$ cat src/utmc_pkg.sv
// Purpose: Constants shared by the USB test-mode control block.
// Assumes: Avalon-MM slave with 32-bit data, byte addresses.
// Notes: One register word holds the test-mode byte in its low bits.
package utmc_pkg;
   localparam logic [7:0] UTMC_TEST_CTRL_ADDR = 8'h84; // Test-mode control byte address
   localparam logic [7:0] UTMC_STATUS_ADDR = 8'h88; // Status word address
   localparam logic [7:0] UTMC_TEST_RESET = 8'h00; // Hardware reset value
   localparam logic [7:0] UTMC_WRITE_MASK = 8'h9f; // Writable bits, reserved 6:5 read zero
   localparam logic [7:0] UTMC_PATTERN_MASK = 8'h0f; // Line-state bits cleared by bus reset
   localparam int UTMC_BIT_FORCE_HS = 7; // force_high_speed
   localparam int UTMC_BIT_FORCE_FS = 4; // force_full_speed
   localparam int UTMC_BIT_RANDOM = 3; // random_toggle_pattern
   localparam int UTMC_BIT_K = 2; // drive_k_level
   localparam int UTMC_BIT_J = 1; // drive_j_level
   localparam int UTMC_BIT_QUIET = 0; // hs_quiet_nak_test
   localparam logic [15:0] UTMC_LFSR_SEED = 16'hace1; // Nonzero pattern seed
   localparam logic [15:0] UTMC_LFSR_TAPS = 16'hb400; // Maximal-length taps
   localparam logic [3:0] UTMC_PID_IN = 4'h9; // IN token PID
   localparam logic [3:0] UTMC_PID_NAK = 4'ha; // NAK handshake PID
   localparam logic [31:0] UTMC_ZERO_WORD = 32'h0000_0000; // Unmapped read value

   // Line-drive modes of the transceiver
   typedef enum logic [2:0]
   {
      UTMC_LINE_NORMAL = 3'b000,
      UTMC_LINE_RANDOM = 3'b001,
      UTMC_LINE_K = 3'b010,
      UTMC_LINE_J = 3'b011,
      UTMC_LINE_QUIET = 3'b100
   } utmc_line_t;

   // Speed selection for the transceiver
   typedef enum logic [1:0]
   {
      UTMC_SPEED_AUTO = 2'b00,
      UTMC_SPEED_HS = 2'b01,
      UTMC_SPEED_FS = 2'b10
   } utmc_speed_t;
endpackage : utmc_pkg

$ cat src/utmc_lfsr.sv
// Purpose: Pseudo-random toggle source for the compliance pattern.
// Assumes: Runs only while enabled; restarts from the seed when idle.
// Notes: Galois LFSR, one step per clock.
`timescale 1ns/1ps
module utmc_lfsr
   import utmc_pkg::*;
(
   input wire logic clock_i, // System clock
   input wire logic reset_i, // Synchronous reset, active high
   input wire logic run_i, // Advance the sequence
   output logic bit_o // Current pattern bit
);
   logic [15:0] lfsr_reg;
   logic [15:0] lfsr_next;

   // Step when running, otherwise reload so each pattern starts the same
   assign lfsr_next = !run_i ? UTMC_LFSR_SEED :
      (lfsr_reg[0] ? ((lfsr_reg >> 1) ^ UTMC_LFSR_TAPS) : (lfsr_reg >> 1));

   // Sequence register
   always_ff @(posedge clock_i)
   begin
      if (reset_i)
         lfsr_reg <= UTMC_LFSR_SEED;
      else
         lfsr_reg <= lfsr_next;
   end

   assign bit_o = lfsr_reg[0];
endmodule : utmc_lfsr

$ cat src/utmc_ctrl.sv
// Purpose: Test-mode control for a high-speed USB peripheral transceiver.
// Assumes: Avalon-MM slave; token decode supplied by the packet engine.
// Notes: Entry flag latches until hardware reset; a zero write still clears the mode bits and outputs.
//
// Register access over Avalon-MM and the address map were chosen for this implementation.
`timescale 1ns/1ps
// Contract
// - Force-high-speed bit set: high-speed only, chirp detection disabled.
// - Force-full-speed bit set: full-speed only, chirp detection disabled.
// - Pattern bit set: toggle DP and DM in a fixed pseudo-random sequence.
// - K-level bit set: drive and hold the K bus state.
// - J-level bit set: drive and hold the J bus state.
// - Quiet-NAK bit set: hold lines in high-speed quiescent idle.
// - Quiet-NAK active: answer valid high-speed IN tokens with NAK, ignore others.
// - Hardware reset clears all; bus reset keeps speed bits, clears pattern bits.
// - Test mode persists until power cycle; clearing bits does not exit. Here a zero write returns the outputs to normal; only the entry flag stays.
// - Test-mode control is one writable byte at address 84h.
module utmc_ctrl
   import utmc_pkg::*;
(
   input wire logic clock_i, // System clock, 100 MHz
   input wire logic reset_i, // Hardware reset, synchronous, active high
   input wire logic bus_reset_i, // USB bus reset detected
   input wire logic [7:0] avs_address_i, // Avalon byte address
   input wire logic avs_read_i, // Avalon read
   input wire logic avs_write_i, // Avalon write
   input wire logic [31:0] avs_writedata_i, // Avalon write data
   input wire logic [3:0] avs_byteenable_i, // Avalon byte enables
   output logic [31:0] avs_readdata_o, // Avalon read data
   output logic avs_waitrequest_o, // Avalon wait request
   input wire logic token_valid_i, // Received token pulse
   input wire logic [3:0] token_pid_i, // Received token PID
   input wire logic token_hs_i, // Token received at high speed
   input wire logic token_crc_ok_i, // Token CRC and address valid
   output logic handshake_send_o, // Send handshake pulse
   output logic [3:0] handshake_pid_o, // Handshake PID to send
   output logic rx_ignore_o, // Packet engine discards traffic
   output logic [1:0] speed_sel_o, // utmc_speed_t speed choice
   output logic chirp_enable_o, // Chirp speed detection allowed
   output logic line_drive_o, // Test logic owns DP and DM
   output logic dp_o, // DP level while driving
   output logic dm_o, // DM level while driving
   output logic hs_mode_o // Transceiver in high-speed signalling
);
   logic [7:0] test_reg;
   logic [7:0] test_next;
   logic latched_reg;
   logic latched_next;
   logic ack_reg;
   logic [31:0] rdata_reg;
   logic [31:0] rdata_next;
   logic handshake_send_reg;
   logic handshake_send_next;
   logic [1:0] speed_reg;
   logic chirp_reg;
   logic drive_reg;
   logic dp_reg;
   logic dm_reg;
   logic hs_reg;
   logic ignore_reg;
   logic [7:0] live_bits;
   logic sel_test;
   logic sel_status;
   logic wr_test;
   logic access;
   logic pattern_bit;
   logic in_token_ok;
   utmc_line_t line_mode;
   utmc_speed_t speed_mode;

   // Picks the line mode from the pattern bits, lowest-priority last
   function automatic utmc_line_t utmc_line_of(input logic [7:0] bits);
      utmc_line_t mode;
      mode = UTMC_LINE_NORMAL;
      if (bits[UTMC_BIT_RANDOM])
         mode = UTMC_LINE_RANDOM;
      else if (bits[UTMC_BIT_K])
         mode = UTMC_LINE_K;
      else if (bits[UTMC_BIT_J])
         mode = UTMC_LINE_J;
      else if (bits[UTMC_BIT_QUIET])
         mode = UTMC_LINE_QUIET;
      return mode;
   endfunction : utmc_line_of

   // Bus decode; one wait cycle, and a write lands on the acknowledging edge
   assign access = (avs_read_i | avs_write_i) & !ack_reg;
   assign sel_test = (avs_address_i == UTMC_TEST_CTRL_ADDR);
   assign sel_status = (avs_address_i == UTMC_STATUS_ADDR);
   assign wr_test = ack_reg & avs_write_i & sel_test & avs_byteenable_i[0];

   // Register update: hardware reset clears, bus reset keeps speed bits
   assign test_next = wr_test ? (avs_writedata_i[7:0] & UTMC_WRITE_MASK) :
      (bus_reset_i ? (test_reg & ~UTMC_PATTERN_MASK) : test_reg);

   // Entry flag is sticky until hardware reset; the mode bits stay writable,
   // so a zero write returns the outputs to normal and only the entry flag stays set
   assign latched_next = latched_reg | wr_test & (|(avs_writedata_i[7:0] & UTMC_WRITE_MASK));
   assign live_bits = test_reg;

   // Mode selection; conflicts resolve by fixed priority
   assign line_mode = utmc_line_of(live_bits);
   assign speed_mode = live_bits[UTMC_BIT_FORCE_HS] ? UTMC_SPEED_HS :
      (live_bits[UTMC_BIT_FORCE_FS] ? UTMC_SPEED_FS : UTMC_SPEED_AUTO);

   // Token screening while the quiet-NAK test runs
   assign in_token_ok = token_valid_i & token_hs_i & token_crc_ok_i &
      (token_pid_i == UTMC_PID_IN);
   assign handshake_send_next = (line_mode == UTMC_LINE_QUIET) & in_token_ok;

   // Read data
   assign rdata_next = sel_test ? {24'h00_0000, test_reg} :
      (sel_status ? {23'h00_0000, latched_reg, 5'h00, line_mode} : UTMC_ZERO_WORD);

   utmc_lfsr u_lfsr
   (
      .clock_i(clock_i),
      .reset_i(reset_i),
      .run_i(line_mode == UTMC_LINE_RANDOM),
      .bit_o(pattern_bit)
   );

   // Control state
   always_ff @(posedge clock_i)
   begin
      if (reset_i)
      begin
         test_reg <= UTMC_TEST_RESET;
         latched_reg <= 1'b0;
         ack_reg <= 1'b0;
         rdata_reg <= UTMC_ZERO_WORD;
      end
      else
      begin
         test_reg <= test_next;
         latched_reg <= latched_next;
         ack_reg <= access;
         rdata_reg <= access ? rdata_next : rdata_reg;
      end
   end

   // Speed and chirp outputs
   always_ff @(posedge clock_i)
   begin
      if (reset_i)
      begin
         speed_reg <= UTMC_SPEED_AUTO;
         chirp_reg <= 1'b1;
         hs_reg <= 1'b0;
      end
      else
      begin
         speed_reg <= speed_mode;
         chirp_reg <= (speed_mode == UTMC_SPEED_AUTO);
         hs_reg <= (speed_mode == UTMC_SPEED_HS) | (line_mode == UTMC_LINE_QUIET)
            | (line_mode == UTMC_LINE_RANDOM);
      end
   end

   // Line drive outputs
   always_ff @(posedge clock_i)
   begin
      if (reset_i)
      begin
         drive_reg <= 1'b0;
         dp_reg <= 1'b0;
         dm_reg <= 1'b0;
         ignore_reg <= 1'b0;
         handshake_send_reg <= 1'b0;
      end
      else
      begin
         handshake_send_reg <= handshake_send_next;
         ignore_reg <= (line_mode == UTMC_LINE_QUIET);
         case (line_mode)
            UTMC_LINE_RANDOM:
            begin
               drive_reg <= 1'b1;
               dp_reg <= pattern_bit;
               dm_reg <= !pattern_bit;
            end
            UTMC_LINE_K:
            begin
               drive_reg <= 1'b1;
               dp_reg <= 1'b0;
               dm_reg <= 1'b1;
            end
            UTMC_LINE_J:
            begin
               drive_reg <= 1'b1;
               dp_reg <= 1'b1;
               dm_reg <= 1'b0;
            end
            UTMC_LINE_QUIET:
            begin
               drive_reg <= 1'b1;
               dp_reg <= 1'b0;
               dm_reg <= 1'b0;
            end
            default:
            begin
               drive_reg <= 1'b0;
               dp_reg <= 1'b0;
               dm_reg <= 1'b0;
            end
         endcase
      end
   end

   assign avs_readdata_o = rdata_reg;
   assign avs_waitrequest_o = !ack_reg;
   assign handshake_send_o = handshake_send_reg;
   assign handshake_pid_o = UTMC_PID_NAK;
   assign rx_ignore_o = ignore_reg;
   assign speed_sel_o = speed_reg;
   assign chirp_enable_o = chirp_reg;
   assign line_drive_o = drive_reg;
   assign dp_o = dp_reg;
   assign dm_o = dm_reg;
   assign hs_mode_o = hs_reg;
endmodule : utmc_ctrl

$ cat config.mk
export PLATFORM = sky130hd
export DESIGN_NAME = utmc_ctrl
export DESIGN_NICKNAME = d
export VERILOG_FILES = /design/src/utmc_pkg.sv /design/src/utmc_lfsr.sv /design/src/utmc_ctrl.sv
export SDC_FILE = /design/constraint.sdc
export NUM_CORES = 1
export LEC_CHECK = 0
export ABC_AREA = 1
export BUFFER_PORTS_ARGS = -buffer_cell sky130_fd_sc_hd__clkbuf_2
export CAP_MARGIN = 10
export CORE_ASPECT_RATIO = 0.75
export CORE_UTILIZATION = 45
export CTS_BUF_LIST = sky130_fd_sc_hd__clkbuf_8
export CTS_CLUSTER_SIZE = 8
export DETAILED_ROUTE_END_ITERATION = 8
export GPL_TIMING_DRIVEN = 0
export PLACE_DENSITY = 0.79
export SLEW_MARGIN = 5
export SYNTH_ARGS = -nofsm -noshare
export SYNTH_HDL_FRONTEND = slang
export SYNTH_SLANG_ARGS = --single-unit
$ cat constraint.sdc
create_clock -name clock_i -period 1.3 [get_ports clock_i]
set_input_delay 0.13 -clock clock_i [delete_from_list [all_inputs] [get_ports clock_i]]
set_output_delay 0.13 -clock clock_i [all_outputs]
set_load 0.02 [all_outputs]
==> results.txt <==
Mapped Area = 1760 um2
share of cells above drive strength 1 = 35.0%
Largest register FFs = 16
sequential share of the synthesized area = 45.6%
Clock Latency Late Sink = 290 ps
cts-stage hold buffer count = 0
Setup crit start = live_bits[3]$_SDFFE_PP0P_
Die ar. = 4160 um2
routing usage on met2 = 24.9%
final core occ = 60.0%
VDD IR max = 0.000579 V
R2R Path Start = live_bits[3]$_SDFFE_PP0P_
unrepaired setup endpoints after global routing = no
synth unique cells = 26
Synth area leader = dfxtp_1
number of flops mapped to enable cells by yosys = 0
clock power share = 31.9%
Hold Crit Class = input port to register
top post-synthesis cells by area = dfxtp_1, buf_4, nor2_1
# resized after CTS = 0
endpoint class of the critical path = register
final setup vio count = 0
Switch Pwr = 0.000595 W
clk buf depth = 2
CP max stage delay = 420 ps
skew final = 8.16 ps
Avg Cell Area, Syn = 8.05 um2
most used cell along the critical path = inv_2
total gr overflow = 0
Final Hold Viols = 0
critical path, cell by cell = inv_2 -> nor2_4 -> inv_2 -> buf_2 -> a21oi_1 -> o21ai_1
H-tree levels = 2
wire per inst = 9.32 um
clk slew on worst S/H paths = 70 ps
Pleak = 1.15 nW
DP HPWL = 2.56 mm
Tot GR Track Use = 17.2%
Core Area = 3680 um2
count leader, synth = dfxtp_1
Inst Count DP = 339
slowest CP cell = dfxtp_1
IO Pins = 102
Routed Antenna Nets = 0
Via-to-Cell Ratio = 4.12
I/O Buffers = 42
M3 GR Usage = 5.80%
share of synthesized registers carrying an async set or reset = 0%
fill count = 357
Iteration-0 DRC Markers = 58
Post-CTS Setup Bufs = 0
status = complete, no violations
most frequent cells after synthesis = dfxtp_1, buf_4, nor2_1
clk sinks = 40
Register Area = 801 um2
Sum Neg Setup Slack = 0 ps
first-pass GRT wire length = 5.35 mm
fmax = 0.832 GHz
critical path type = register to register
busiest grt layer = met2
pwr dens = 1050 nW/um2
# Max-Cap Violations = 0
Slew Viols, Final = 0
#FFs+latches synth = 40
final WL = 3.23 mm
R2R depth = 6
initial antenna violation count = 0
Final nets = 350
met1 GRT Util = 23.1%
Worst Hold Depth = 3
Placement Cell Area = 2130 um2
Critical Path Fanout Max = 10
routed via count = 1427
Worst Path Arrival = 1370 ps
Ys Warns = 0
Final Cycle Share = 92.4%
drt first pass iters = 4
number of remaining DRC errors = 0
CTS Buf Count = 5
Syn Inst Count = 218
Comb pwr share = 14.3%
Root Driver = clkbuf_8
footprint of the multi-input gates = 689 um2
Layout Cells excl Fill = 346
Reg power frac = 53.8%
Area Overhead vs Synth = 25.9%
starting density of the core = 47.6%
post-synth top area share = 45.6%
Tmin final = 1200 ps
Switching Fraction = 25.6%
Int Power = 0.00173 W
largest net degree at the start of global routing = 12
die width = 74.1 um
GPL Wtd Cong = 0.797
vias in the first global route = 1227
Req. time, crit path = 1470 ps
Std-Cell Rows = 19
Die Y = 56.1 um
CTS tree = yes
min-delay src = avs_writedata_i[3]
dominant synthesized flop cell = dfxtp_1
CP Launch Type = register
final instance area = 2210 um2
# diodes = 0
==> critical path: cells and delay by family, from the launching register on <==
kind,cells,cell delay (ps)
AO/OA/AOI/OAI,2,200
buffers and inverters,3,350
flip-flops,1,420
AND/OR/NAND/NOR,1,120
==> power groups by stage <==
stage          clock network [W]  registers, W  logic [W]
2_1_floorplan                  0       0.00130   0.000231
6_report                0.000741       0.00125   0.000332
3_5_place_dp                   0       0.00128   0.000328
4_1_cts                 0.000762       0.00125   0.000330
5_1_grt                 0.000842       0.00125   0.000361
3_3_place_gp                   0       0.00128   0.000324
==> path summary, 6_finish.rpt <==
| kind | endpoint | slack, ps |
|---|---|---|
| max | u_lfsr.lfsr_reg[13]$_SDFF_PP1_ | 100 |
| min | live_bits[3]$_SDFFE_PP0P_ | 50 |
| max reg2reg | u_lfsr.lfsr_reg[13]$_SDFF_PP1_ | 100 |
| min reg2reg | u_lfsr.lfsr_reg[7]$_SDFF_PP1_ | 400 |
==> cells by family after synthesis <==
family / count (synthesis) / synth area share (%)
buf+inv: 67 / 20.9
xor+xnor: 1 / 0.499
flops: 40 / 45.6
other cells: 2 / 0.428
compound gates: 21 / 6.13
simple gates: 87 / 26.4
==> placed cells by master (no fill, tap or decap) <==
| master | instances |
|---|---|
| nand2_2 | 4 |
| buf_2 | 2 |
| buf_4 | 30 |
| nand3_1 | 15 |
| xnor2_1 | 1 |
| clkbuf_2 | 42 |
| nor4_2 | 1 |
| o21ai_1 | 9 |
| o21ai_0 | 1 |
| clkbuf_8 | 5 |
| inv_1 | 27 |
| nor2_4 | 4 |
| nor2_1 | 27 |
| clkinv_2 | 1 |
| nand3_4 | 1 |
| nand3b_1 | 1 |
| nor2_2 | 4 |
| and3_1 | 1 |
| nor3_1 | 1 |
| a21oi_1 | 9 |
| clkbuf_1 | 1 |
| nand2_1 | 18 |
| inv_2 | 8 |
| nor2_8 | 1 |
| nand4_1 | 4 |
| conb_1 | 29 |
| dfxtp_1 | 40 |
| or2_1 | 5 |
| a31oi_1 | 2 |
==> per-layer routing <==
layer | routed length (um) | part of all wire [%]
met4 | 51 | 1.6
met1 | 1540 | 48
met5 | 0 | 0
met3 | 253 | 7.8
met2 | 1380 | 43
==> per-stage QoR <==
step           hold WS, ps  power [W]  setup WS (ps)
3_3_place_gp           356    0.00160            136
3_5_place_dp           348    0.00161            126
2_1_floorplan          233    0.00153            200
6_report              52.8    0.00232           98.3
5_1_grt               63.5    0.00246           1.01
4_1_cts               44.9    0.00234            101
==> cell type report <==
cell class,instances,area share (%)
flip-flops and latches,40,36.2
multi-input cells,138,31.2
plain buffers,33,10.8
repair buffers,42,9.51
inverters,34,5.78
clock buffers,5,3.11
well taps,52,2.94
clock inverters,2,0.396
Note: power is estimated with default switching activity, not from simulation.
